### src/hdl/ptd_pkg.sv
// Package: register map, field layout, select codes and state encoding of the trigger delay unit
// What this block does
// [RULE_01] Counter ticks at bus clock divided by 1..128, prescale code 000..111.
// [RULE_02] First output select: bypass, delay A, both delays, or shaped pulse.
// [RULE_03] Second output select uses the same four-way encoding.
// [RULE_04] Repeat mode bit 0 gives one-shot, 1 gives continuous counting.
// [RULE_05] Soft kick with selector 7 and unit enabled restarts the counter.
// [RULE_06] In bypass a soft kick reaches the output as one-cycle pulse.
// [RULE_07] The soft kick bit always reads as zero.
// [RULE_08] Three-bit selector picks comparators, PWM sync, pin, timers or soft kick.
// [RULE_09] First enable clear forces first output low and stops its comparator.
// [RULE_10] Second enable clear forces second output low and stops its comparator.
// [RULE_11] Counter runs only while at least one enable bit is set.
// [RULE_12] Software sets both enables before using shaped pulse mode.
// [RULE_13] Delays apply only when enabled and the output is not bypassed.
// [RULE_14] Counter clears at the period value; continuous mode keeps counting.
// [RULE_15] Count register reads the live counter; writes are ignored.
// [RULE_16] A new input event before the count ends restarts the counter.
// [RULE_17] Both outputs come from flip-flops and never glitch.
// [RULE_18] A fast-domain PWM sync pulse is still detected reliably; the code samples once per bus clock, assuming the pulse is stretched.
// [RULE_19] Software picks the smallest divisor; resolution equals the divisor.
// [RULE_20] The unit has no interrupt output.
// [RULE_21] One reset input, the device reset, initialises everything.
// [RULE_22] A rising edge of the selected input starts the counter from zero.
// [RULE_23] Early event at divisor*delay+1 clocks; output one clock later.
// [RULE_24] One-shot mode stops after the wrap until the next input event.
// [RULE_25] Shaped pulse rises on first early event, falls on second.
// [RULE_26] Both-delays selection ORs the two delay pulses, two triggers per start.
// [RULE_27] Delayed outputs pulse one clock wide; all fields reset to zero.
package ptd_pkg;
    // Register indexes; byte address is four times the index
    localparam logic [2:0] REG_CTRL_IDX   = 3'h0;
    localparam logic [2:0] REG_DELAYA_IDX = 3'h1;
    localparam logic [2:0] REG_DELAYB_IDX = 3'h2;
    localparam logic [2:0] REG_PERIOD_IDX = 3'h3;
    localparam logic [2:0] REG_COUNT_IDX  = 3'h4;
    // Control register field positions
    localparam int PRESCALE_LSB = 13;
    localparam int FIRST_SEL_LSB = 10;
    localparam int SECOND_SEL_LSB = 7;
    localparam int REPEAT_BIT = 6;
    localparam int KICK_BIT = 5;
    localparam int EVENT_SEL_LSB = 2;
    localparam int FIRST_EN_BIT = 1;
    localparam int SECOND_EN_BIT = 0;
    // Writable control bits; reserved 12, 9 and kick bit read zero
    localparam logic [15:0] CTRL_RW_MASK = 16'hEDDF;
    localparam logic [15:0] REG_RESET = 16'h0000;
    // Output select codes
    localparam logic [1:0] SEL_BYPASS = 2'h0;
    localparam logic [1:0] SEL_DELAY_A = 2'h1;
    localparam logic [1:0] SEL_BOTH = 2'h2;
    localparam logic [1:0] SEL_PULSE = 2'h3;
    // Input selector code for the soft kick
    localparam logic [2:0] EVENT_SOFT = 3'h7;
    // Unit states
    typedef enum logic [1:0] {
        PTD_IDLE = 2'b01,
        PTD_RUN  = 2'b10
    } ptd_state_t;
endpackage

### src/hdl/ptd_prescale.sv
// Module: prescale divider producing a tick every 1..128 bus clocks
`timescale 1ns/100ps
`default_nettype none
module ptd_prescale
(
    // Clock and reset
    input  wire logic       REF_CLK,
    input  wire logic       RST_N,
    // Control
    input  wire logic       CLEAR,
    input  wire logic [2:0] CODE,
    // Tick out
    output logic            TICK
);
    logic [6:0] div_cnt;
    logic [6:0] div_last;

    // Terminal count is two to the power of the code, minus one
    assign div_last = 7'((8'h01 << CODE) - 8'h01); // RULE_01
    assign TICK     = (div_cnt == div_last);

    // Divider restarts with the counter so delays line up with the event
    always_ff @(posedge REF_CLK)
    begin
        if (!RST_N || CLEAR || TICK)
            div_cnt <= 7'h00;
        else
            div_cnt <= 7'(div_cnt + 7'h01);
    end
endmodule // ptd_prescale
`default_nettype wire

### src/hdl/ptd_top.sv
// Module: programmable trigger delay unit with classic Wishbone register slave
`timescale 1ns/100ps
`default_nettype none
module ptd_top
(
    // Clock and device reset
    input  wire logic        REF_CLK,
    input  wire logic        RST_N,
    // Wishbone slave
    input  wire logic        WB_CYC_I,
    input  wire logic        WB_STB_I,
    input  wire logic        WB_WE_I,
    input  wire logic [4:0]  WB_ADR_I,
    input  wire logic [3:0]  WB_SEL_I,
    input  wire logic [31:0] WB_DAT_I,
    output logic [31:0]      WB_DAT_O,
    output logic             WB_ACK_O,
    // Input event sources
    input  wire logic        COMPARATOR0_RESULT,
    input  wire logic        COMPARATOR1_RESULT,
    input  wire logic        COMPARATOR2_RESULT,
    input  wire logic        PWM_SYNC,
    input  wire logic        PIN_EVENT,
    input  wire logic        TIMER0_OUT,
    input  wire logic        TIMER1_OUT,
    // Output triggers
    output logic             FIRST_OUTPUT_EVENT,
    output logic             SECOND_OUTPUT_EVENT,
    output logic             FIRST_EARLY_EVENT,
    output logic             SECOND_EARLY_EVENT
);
    import ptd_pkg::*;

    ////////////////////////////////////////////////////////////////////////////
    // Register storage
    logic [15:0] ctrl;
    logic [15:0] first_delay_value;
    logic [15:0] second_delay_value;
    logic [15:0] counter_period;
    logic [15:0] counter_value;
    logic        soft_kick;
    logic        shaped_pulse;
    ptd_state_t  state;

    logic [2:0]  prescale_code;
    logic [1:0]  first_output_select;
    logic [1:0]  second_output_select;
    logic        repeat_mode;
    logic [2:0]  input_event_select;
    logic        first_output_enable;
    logic        second_output_enable;
    logic        unit_on;

    assign prescale_code        = ctrl[PRESCALE_LSB +: 3];
    assign first_output_select  = ctrl[FIRST_SEL_LSB +: 2];
    assign second_output_select = ctrl[SECOND_SEL_LSB +: 2];
    assign repeat_mode          = ctrl[REPEAT_BIT];
    assign input_event_select   = ctrl[EVENT_SEL_LSB +: 3];
    assign first_output_enable  = ctrl[FIRST_EN_BIT];
    assign second_output_enable = ctrl[SECOND_EN_BIT];
    // Counter runs if either output is enabled
    assign unit_on = first_output_enable | second_output_enable; // RULE_11

    ////////////////////////////////////////////////////////////////////////////
    // Wishbone decode: one wait state, ack drops the cycle after it is given
    logic       bus_req;
    logic       bus_wr;
    logic [2:0] reg_idx;
    logic       idx_hit;

    assign bus_req = WB_CYC_I & WB_STB_I & ~WB_ACK_O;
    assign bus_wr  = bus_req & WB_WE_I;
    assign reg_idx = WB_ADR_I[4:2];
    assign idx_hit = (reg_idx <= REG_COUNT_IDX);

    // Merge a write into a 16-bit register with byte enables
    function automatic logic [15:0] merge16(input logic [15:0] old,
                                            input logic [31:0] wdat,
                                            input logic [3:0]  sel);
        logic [15:0] res;
        res = old;
        if (sel[0])
            res[7:0] = wdat[7:0];
        if (sel[1])
            res[15:8] = wdat[15:8];
        return res;
    endfunction

    // Acknowledge every access, mapped or not, one cycle after the request
    always_ff @(posedge REF_CLK)
    begin
        if (!RST_N)
            WB_ACK_O <= 1'b0;
        else
            WB_ACK_O <= bus_req;
    end

    // Read data; kick bit and reserved bits read zero, count is live
    always_ff @(posedge REF_CLK)
    begin
        if (!RST_N)
            WB_DAT_O <= 32'h00000000;
        else if (bus_req && !WB_WE_I)
        begin
            case (reg_idx)
                REG_CTRL_IDX:   WB_DAT_O <= {16'h0000, ctrl}; // RULE_07
                REG_DELAYA_IDX: WB_DAT_O <= {16'h0000, first_delay_value};
                REG_DELAYB_IDX: WB_DAT_O <= {16'h0000, second_delay_value};
                REG_PERIOD_IDX: WB_DAT_O <= {16'h0000, counter_period};
                REG_COUNT_IDX:  WB_DAT_O <= {16'h0000, counter_value}; // RULE_15
                default:        WB_DAT_O <= 32'h00000000;
            endcase
        end
    end

    // Control register; kick bit is not stored, only pulsed
    always_ff @(posedge REF_CLK)
    begin
        if (!RST_N)
            ctrl <= REG_RESET; // RULE_27
        else if (bus_wr && idx_hit && reg_idx == REG_CTRL_IDX)
            ctrl <= merge16(ctrl, WB_DAT_I, WB_SEL_I) & CTRL_RW_MASK; // RULE_21
    end

    // Soft kick one-cycle strobe from a write of one
    always_ff @(posedge REF_CLK)
    begin
        if (!RST_N)
            soft_kick <= 1'b0;
        else
            soft_kick <= bus_wr && reg_idx == REG_CTRL_IDX && WB_SEL_I[0]
                         && WB_DAT_I[KICK_BIT];
    end

    // Delay and period registers; count register ignores writes
    always_ff @(posedge REF_CLK)
    begin
        if (!RST_N)
        begin
            first_delay_value  <= REG_RESET;
            second_delay_value <= REG_RESET;
            counter_period     <= REG_RESET;
        end
        else if (bus_wr)
        begin
            if (reg_idx == REG_DELAYA_IDX)
                first_delay_value <= merge16(first_delay_value, WB_DAT_I, WB_SEL_I);
            if (reg_idx == REG_DELAYB_IDX)
                second_delay_value <= merge16(second_delay_value, WB_DAT_I, WB_SEL_I);
            if (reg_idx == REG_PERIOD_IDX)
                counter_period <= merge16(counter_period, WB_DAT_I, WB_SEL_I);
        end
    end

    ////////////////////////////////////////////////////////////////////////////
    // Input event selection and edge detection
    logic       event_mux;
    logic       event_prev;
    logic       hw_edge;
    logic       start;

    // Sources are synchronous; a sync pulse from a 3x domain is assumed
    // stretched to at least one bus clock, so a registered edge catches it
    always_comb
    begin
        case (input_event_select) // RULE_08
            3'h0:    event_mux = COMPARATOR0_RESULT;
            3'h1:    event_mux = COMPARATOR1_RESULT;
            3'h2:    event_mux = COMPARATOR2_RESULT;
            3'h3:    event_mux = PWM_SYNC; // RULE_18
            3'h4:    event_mux = PIN_EVENT;
            3'h5:    event_mux = TIMER0_OUT;
            3'h6:    event_mux = TIMER1_OUT;
            default: event_mux = 1'b0;
        endcase
    end

    always_ff @(posedge REF_CLK)
    begin
        if (!RST_N)
            event_prev <= 1'b0;
        else
            event_prev <= event_mux;
    end

    assign hw_edge = event_mux & ~event_prev; // RULE_22
    assign start   = unit_on & (hw_edge |
                     (soft_kick & (input_event_select == EVENT_SOFT))); // RULE_05

    ////////////////////////////////////////////////////////////////////////////
    // Prescaled counter
    logic tick;
    logic wrap;

    ptd_prescale u_prescale
    (
        .REF_CLK (REF_CLK),
        .RST_N   (RST_N),
        .CLEAR   (start || state != PTD_RUN),
        .CODE    (prescale_code),
        .TICK    (tick)
    );

    assign wrap = tick && (counter_value == counter_period);

    logic fresh;

    // First clock of each count value; matching here and not on the tick
    // that leaves the value keeps the early event at divisor*delay+1 clocks
    always_ff @(posedge REF_CLK)
    begin
        if (!RST_N)
            fresh <= 1'b0;
        else
            fresh <= start || (state == PTD_RUN && tick); // RULE_23
    end

    // Run state: start or restart from zero, stop after wrap in one-shot
    always_ff @(posedge REF_CLK)
    begin
        if (!RST_N)
            state <= PTD_IDLE;
        else if (!unit_on)
            state <= PTD_IDLE;
        else
        begin
            case (state)
                PTD_IDLE:
                    if (start)
                        state <= PTD_RUN;
                PTD_RUN:
                    if (!start && wrap && !repeat_mode) // RULE_04
                        state <= PTD_IDLE; // RULE_24
                default:
                    state <= PTD_IDLE;
            endcase
        end
    end

    always_ff @(posedge REF_CLK)
    begin
        if (!RST_N || !unit_on)
            counter_value <= 16'h0000;
        else if (start)
            counter_value <= 16'h0000; // RULE_16
        else if (state == PTD_RUN && tick)
        begin
            if (wrap)
                counter_value <= 16'h0000; // RULE_14
            else
                counter_value <= 16'(counter_value + 16'h0001);
        end
    end

    ////////////////////////////////////////////////////////////////////////////
    // Delay comparators and output shaping
    logic match_a;
    logic match_b;
    logic fire_a;
    logic fire_b;

    // A match fires once per count value, on its first clock
    assign match_a = first_output_enable && state == PTD_RUN
                     && counter_value == first_delay_value && fresh; // RULE_09
    assign match_b = second_output_enable && state == PTD_RUN
                     && counter_value == second_delay_value && fresh; // RULE_10

    // Early events register the matches; outputs follow one clock later
    always_ff @(posedge REF_CLK)
    begin
        if (!RST_N)
        begin
            fire_a <= 1'b0;
            fire_b <= 1'b0;
        end
        else
        begin
            fire_a <= match_a; // RULE_23
            fire_b <= match_b;
        end
    end

    assign FIRST_EARLY_EVENT  = fire_a;
    assign SECOND_EARLY_EVENT = fire_b;

    // Pulse rises on the first early event and falls on the second;
    // a restart begins low so a level left by an earlier run is dropped
    always_ff @(posedge REF_CLK)
    begin
        if (!RST_N || !unit_on)
            shaped_pulse <= 1'b0;
        else if (fire_b)
            shaped_pulse <= 1'b0; // RULE_25
        else if (start)
            shaped_pulse <= 1'b0;
        else if (fire_a)
            shaped_pulse <= 1'b1;
    end

    // Output mux as a function; both outputs share the same encoding
    function automatic logic out_next(input logic [1:0] osel, input logic en,
                                      input logic bypass_ev, input logic a,
                                      input logic b, input logic pulse);
        logic r;
        r = 1'b0;
        if (en)
        begin
            case (osel)
                SEL_BYPASS:  r = bypass_ev; // RULE_06
                SEL_DELAY_A: r = a; // RULE_13
                SEL_BOTH:    r = a | b; // RULE_26
                SEL_PULSE:   r = pulse;
                default:     r = 1'b0;
            endcase
        end
        return r;
    endfunction

    logic bypass_ev;
    // Bypass passes the raw input edge or soft kick, one cycle wide
    assign bypass_ev = hw_edge | soft_kick;

    // Outputs from flip-flops so they never glitch
    always_ff @(posedge REF_CLK)
    begin
        if (!RST_N)
        begin
            FIRST_OUTPUT_EVENT  <= 1'b0;
            SECOND_OUTPUT_EVENT <= 1'b0;
        end
        else
        begin
            FIRST_OUTPUT_EVENT <= out_next(first_output_select, first_output_enable,
                                           bypass_ev, fire_a, fire_b,
                                           shaped_pulse); // RULE_17 RULE_02
            SECOND_OUTPUT_EVENT <= out_next(second_output_select, second_output_enable,
                                            bypass_ev, fire_a, fire_b,
                                            shaped_pulse); // RULE_03
        end
    end
    // No interrupt logic exists in this unit // RULE_20
endmodule // ptd_top
`default_nettype wire

### config.mk
export PLATFORM = sky130hd
export DESIGN_NAME = ptd_top
export DESIGN_NICKNAME = d
export VERILOG_FILES = /design/src/hdl/ptd_pkg.sv /design/src/hdl/ptd_prescale.sv /design/src/hdl/ptd_top.sv
export SDC_FILE = /design/constraint.sdc
export NUM_CORES = 1
export LEC_CHECK = 0
export ABC_AREA = 1
export BUFFER_PORTS_ARGS = -buffer_cell sky130_fd_sc_hd__buf_2
export CORE_MARGIN = 2
export CORE_UTILIZATION = 35
export CTS_CLUSTER_DIAMETER = 100
export DETAILED_ROUTE_END_ITERATION = 16
export GPL_ROUTABILITY_DRIVEN = 0
export PLACE_DENSITY = 0.57
export SLEW_MARGIN = 30
export SYNTH_ARGS = -nofsm -noshare
export SYNTH_HDL_FRONTEND = slang
export SYNTH_HIERARCHICAL = 1
export SYNTH_SLANG_ARGS = --single-unit
### constraint.sdc
create_clock -name REF_CLK -period 1.8 [get_ports REF_CLK]
set_clock_uncertainty 0.05 [all_clocks]
set_input_delay 0.36 -clock REF_CLK [delete_from_list [all_inputs] [get_ports REF_CLK]]
set_output_delay 0.36 -clock REF_CLK [all_outputs]
set_load 0.1 [all_outputs]
; ---- After elaboration in Yosys (flattened, before gate mapping)
; Index checks and enable logic that the tools add are counted.
[word_totals]
regBits = 127
input_bits = 53
output_inout_bits = 37
[classes]
add_sub_neg = 3
n_lt_le_gt_ge = 1
n_eq_ne = 26
n_shift = 1
mux = 8
n_bitwise = 12
n_reduce_logical = 44
[ops]
columns = cell, count
row1 = 16-bit case mux with 5 select lines, 1
row2 = 16-bit == test, 3
row3 = 3-bit AND reduction, 6
row4 = "16-bit by 1-bit adder with 16-bit output, second input constant", 1
row5 = 1-bit logical AND, 16
row6 = 16-bit 2-to-1 mux, 1
row7 = "3-bit == test, second input constant", 5
row8 = "3-bit by 2-bit == test with 1-bit output, second input constant", 4
row9 = 2-bit AND reduction, 6
row10 = "2-bit == test, second input constant", 5
row11 = 1-bit case mux with 4 select lines, 2
row12 = "7-bit by 1-bit adder with 7-bit output, second input constant", 1
row13 = 7-bit == test, 1
row14 = 1-bit case mux with 7 select lines, 1
row15 = "1-bit by 3-bit << shifter with 7-bit output, first input constant", 1
row16 = "7-bit by 1-bit subtractor with 7-bit output, second input constant", 1
row17 = 1-bit bitwise AND, 6
row18 = "2-bit by 1-bit == test with 1-bit output, second input constant", 3
row19 = "3-bit by 1-bit == test with 1-bit output, second input constant", 2
row20 = 3-bit zero test, 2
row21 = "2-bit inequality test, second input constant", 3
row22 = 1-bit zero test, 5
row23 = 1-bit logical OR, 5
row24 = 2-bit zero test, 2
row25 = other kinds (7), 12

; ---- Depth between registers and ports, before layout
[depth]
word_depth = 10
depth_mapped = 17
ltp_nobuf = 17

; ---- Cells and area by module
; The synthesis kept the hierarchy.
[modules_own_cells]
columns = mod, n_inst, cells_per_inst, area_each_um2
row1 = ptd_top, 1, 789, 5371.4
row2 = ptd_prescale, 1, 74, 449.2

; ---- Least setup slack after synthesis
; OpenSTA, ideal clock, no wires.
[synth_timing]
kind = register -> register
startpoint = register WB_ACK_O
endpoint = register WB_DAT_O[6]
setup_ns = 0.072
arrival_ns = 1.882
required_ns = 1.678
path_slack_ns = -0.204
path_stages_with_launch = 8
n_path_buf = 1
period_less_slack_ns = 2.004
path_cell_list = dfxtp_1 > nor2_1 > inv_1 > nor2_1 > inv_1 > clkbuf_1 > nand2_1 > a21oi_1
[synth_via]
elab_chain_len = 3
[synth_lines]
columns = item, line
row1 = from (decl), ptd_top.sv:17  ; output logic WB_ACK_O,
row2 = from (signal assigned), ptd_top.sv:95  ; WB_ACK_O <= bus_req;
row3 = 1-bit inverter, ptd_top.sv:71  ; assign bus_req = WB_CYC_I & WB_STB_I & ~WB_ACK_O;
row4 = 1-bit bitwise AND, ptd_top.sv:71
row5 = 1-bit logical AND, ptd_top.sv:103  ; else if (bus_req && !WB_WE_I)
row6 = to (signal assigned), ptd_top.sv:106  ; REG_CTRL_IDX: WB_DAT_O <= {16'h0000, ctrl};
row7 = to (signal assigned), ptd_top.sv:107  ; REG_DELAYA_IDX: WB_DAT_O <= {16'h0000, first_delay_value};
row8 = to (signal assigned), ptd_top.sv:108  ; REG_DELAYB_IDX: WB_DAT_O <= {16'h0000, second_delay_value};
row9 = to (decl), ptd_top.sv:16  ; output logic [31:0] WB_DAT_O,
; No other way between the ends.
; A chain may end at the register's enable or synchronous reset.

; ---- Worst setup path after layout
[layout_timing]
startpoint = register ctrl[14]
endpoint = register counter_value[4]
[layout_via]
elab_chain_len = 5
[layout_lines]
columns = item, line
row1 = from (decl), ptd_top.sv:36  ; logic [15:0] ctrl;
row2 = from (signal assigned), ptd_top.sv:122  ; ctrl <= merge16(ctrl, WB_DAT_I, WB_SEL_I) & CTRL_RW_MASK;
row3 = 1-bit by 3-bit << shifter with 7-bit output (*), ptd_prescale.sv:19  ; assign div_last = 7'((8'h01 << CODE) - 8'h01);
row4 = 7-bit by 1-bit subtractor with 7-bit output (*), ptd_prescale.sv:19
row5 = 7-bit == test (*), ptd_prescale.sv:20  ; assign TICK = (div_cnt == div_last);
row6 = via tick, ptd_top.sv:192  ; logic tick;
row7 = 1-bit logical AND, ptd_top.sv:204  ; assign wrap = tick && (counter_value == counter_period);
row8 = 16-bit 2-to-1 mux, ptd_top.sv:248  ; if (wrap)
row9 = to (signal assigned), ptd_top.sv:251  ; counter_value <= 16'(counter_value + 16'h0001);
row10 = to (decl), ptd_top.sv:40  ; logic [15:0] counter_value;
; The timed path passes the listed nets; every way through them passes the cells marked *.

==> reports/metrics.cfg <==
[status]
status = finished with violations
violations = setup timing

[clock_network]
cts_tree = yes
postCtsHoldBufs = 0
clk_path_buf_depth = 2
clockRootBuffer = clkbuf_16
htreeDepth = 3
clock-sinks = 111
clk_latency_ns = 0.37
clk_pin_slew_ns = 0.08
numCtsBuffers = 9

[sta]
worst_slew_pin_slew_ns = 0.5461
final.min_clock_period_ns = 2.067
max_freq_mhz = 483.9
finalCritPeriodShare_pct = 114.8
setup_tns_ns = -3.305
hold_viol = 0
slew_headroom_pct = 63.56
slew_violations = 0
post-route-worst-setup-slack_ns = -0.2667
setup_viol_count_final = 17
rsz0062_at_grt = yes

[yosys]
netlist_area_um2 = 5821
yosysUniqueCellTypes = 37
synthArstFlopShare_pct = 0
yosysWarnings = 6
synth_top_area_share_pct = 38.18
ys_seq_area_share_pct = 38.18
synth-main-ff-cell = dfxtp_1
synth_area_per_cell_um2 = 6.745
synth_area_leaders = dfxtp_1 (38%), nand2_1 (12%), o21ai_0 (7.7%)
ys_ff_latch = 111
netlist_instances = 863
synth_area_leader_cell = dfxtp_1
synth-edff-count = 0

[setup_path]
arrival_ns = 2.28
critical_path_class = flop to flop
start_kind = flop
crit_start = ctrl[14]
end_kind = flop
r2r_start = ctrl[14]
required_ns = 2.01
cp_max_fo = 8

[placement]
port_buffers = 53
place_hpwl_um = 15120
place_ws_ns = -0.3228

[drt]
routed_wl_um = 19640
vias = 6089
drt.antenna.violating_nets = 0
drtIter0Drc = 529
drc_errors = 0
avgViaCountPerCell = 5.070
wl_per_cell_um = 16.35
drt_pass1_iterations = 5

[finish]
multi_input_area_um2 = 3103
syn_to_final_growth_pct = 24.05
fill_cells = 1694
drive_above_1_share_pct = 20.39
nNetsFinal = 1031
layout_common_cells = nand2_1 (181), dfxtp_1 (105), inv_1 (98), o21ai_0 (90), nor2_1 (88)
layout_commonest_cell = nand2_1
diodes = 0
seqCellArea_um2 = 2240

[global_route]
antenna_found_initial = 0
grt_pass1_wl_um = 30770
use_met2_pct = 34.31
grt_max_degree = 39
grt_use_met3_pct = 3.831
met1_usage_pct = 32.18
gr-usage-all-layers_pct = 22.52
grt_overflow = 0
busiest_layer = met2
grt_pass1_vias = 5558

[floorplanning]
core_area_um2 = 16410
die_y_um = 133.0
die_x_um = 133.0
io_pins = 90
start_util_pct = 35.48
fp-row-count = 47
die_area_um2 = 17680

[power_and_ir_drop]
peakVddDrop_uv = 477.7
p_leak_nw = 3.187
cellPowerDensity_nw_per_um2 = 701.3

[job]
max_cap_violations = 0

[min_path]
hp-class = primary input to flop
worstHoldStart = WB_DAT_I[5]

critical path: stages (launching register included):
cell	delay, ns
dfxtp_4	0.39
nor2_4	0.11
nand2_1	0.05
nand2_1	0.05
nand2_1	0.04
nor2_1	0.12
nand3_2	0.12
inv_4	0.12
nand2_2	0.06
nor2_2	0.11
nand3_1	0.10
nor3_2	0.13
nand3_1	0.13
nand2_2	0.16
clkbuf_16	0.18
nor2_2	0.04
worst paths after layout:
path,endpoint,slack [ns],depth (start not counted)
worst min register to register,WB_DAT_O[14],0.41,2
worst max-delay path,counter_value[4],-0.27,15
worst min-delay path,soft_kick,0.21,3
worst max register to register,counter_value[4],-0.27,15
state kept, by name, summed over array words and instances, names as in the netlist, 2 cells and up:
signal and count:
u_prescale/div_cnt 7, counter_period 16, first_delay_value 16, second_delay_value 16, ctrl 13, state 2, WB_DAT_O 16, counter_value 16
synth_stat cells (all sizes together), types with 10 or more instances:
cell type / count
a21oi: 69
buf: 29
clkbuf: 15
dfxtp: 111
inv: 103
nand2: 191
nand3: 44
nand4: 10
nor2: 108
nor3: 11
o21ai: 91
o221ai: 11
o22ai: 29
xor2: 18
stage by stage:
step / hold WS (ns) / cell area (µm²) / util, % / power, mW / instances
finish: 0.2064 / 7221 / 44.01 / 5.064 / 1201
global route: 0.2321 / 7221 / 44.01 / 5.236 / 1201
CTS: 0.2006 / 7113 / 43.35 / 5.098 / 1195
detailed placement: 0.4038 / 6770 / 41.26 / 2.957 / 1179
global placement: 0.4024 / 6770 / 41.26 / 2.957 / 1179
floorplan: 0.3914 / 5926 / - / 2.851 / 878
power breakdown:
| group | internal [mW] | switching [mW] |
|---|---|---|
| clock | 1.11 | 1.04 |
| sequential | 2.46 | 0.00962 |
| combinational | 0.0960 | 0.341 |
| total | 3.67 | 1.39 |
cells by family (layout without fill, tap and decap cells):
family                   Yosys count  after routing  share of synthesized area (%)
buffers and inverters            149            252                          11.22
AO/OA/AOI/OAI                    212            212                          20.25
XOR/XNOR                          20             20                          3.009
other                              1             16                        0.06443
adder cells (fa/ha/maj)            2              2                         0.4299
flip-flops                       111            111                          38.18
AND/OR/NAND/NOR                  368            368                          26.85
routing by layer:
layer / share of wire (%) / up-vias
li1: - / 3030
met1: 46 / 2788
met2: 43 / 239
met3: 8.2 / 32
met4: 2.5 / 0
met5: 0 / -
what timing repair did:
item,in CTS,in global routing
resized for setup,11,15
pin swaps,0,12
buffers inserted,0,5
endpoints found under the setup margin,25,26
cloned,0,1
cell type report:
cell class	count	share of cell area, %
multi-input cells	618	42.97
inverters	105	5.510
clock buffers	9	3.119
repair buffers	131	12.37
well taps	220	3.812
clock inverters	7	1.196
flip-flops and latches	111	31.02
No activity file was read; power rests on OpenSTA's default activity.
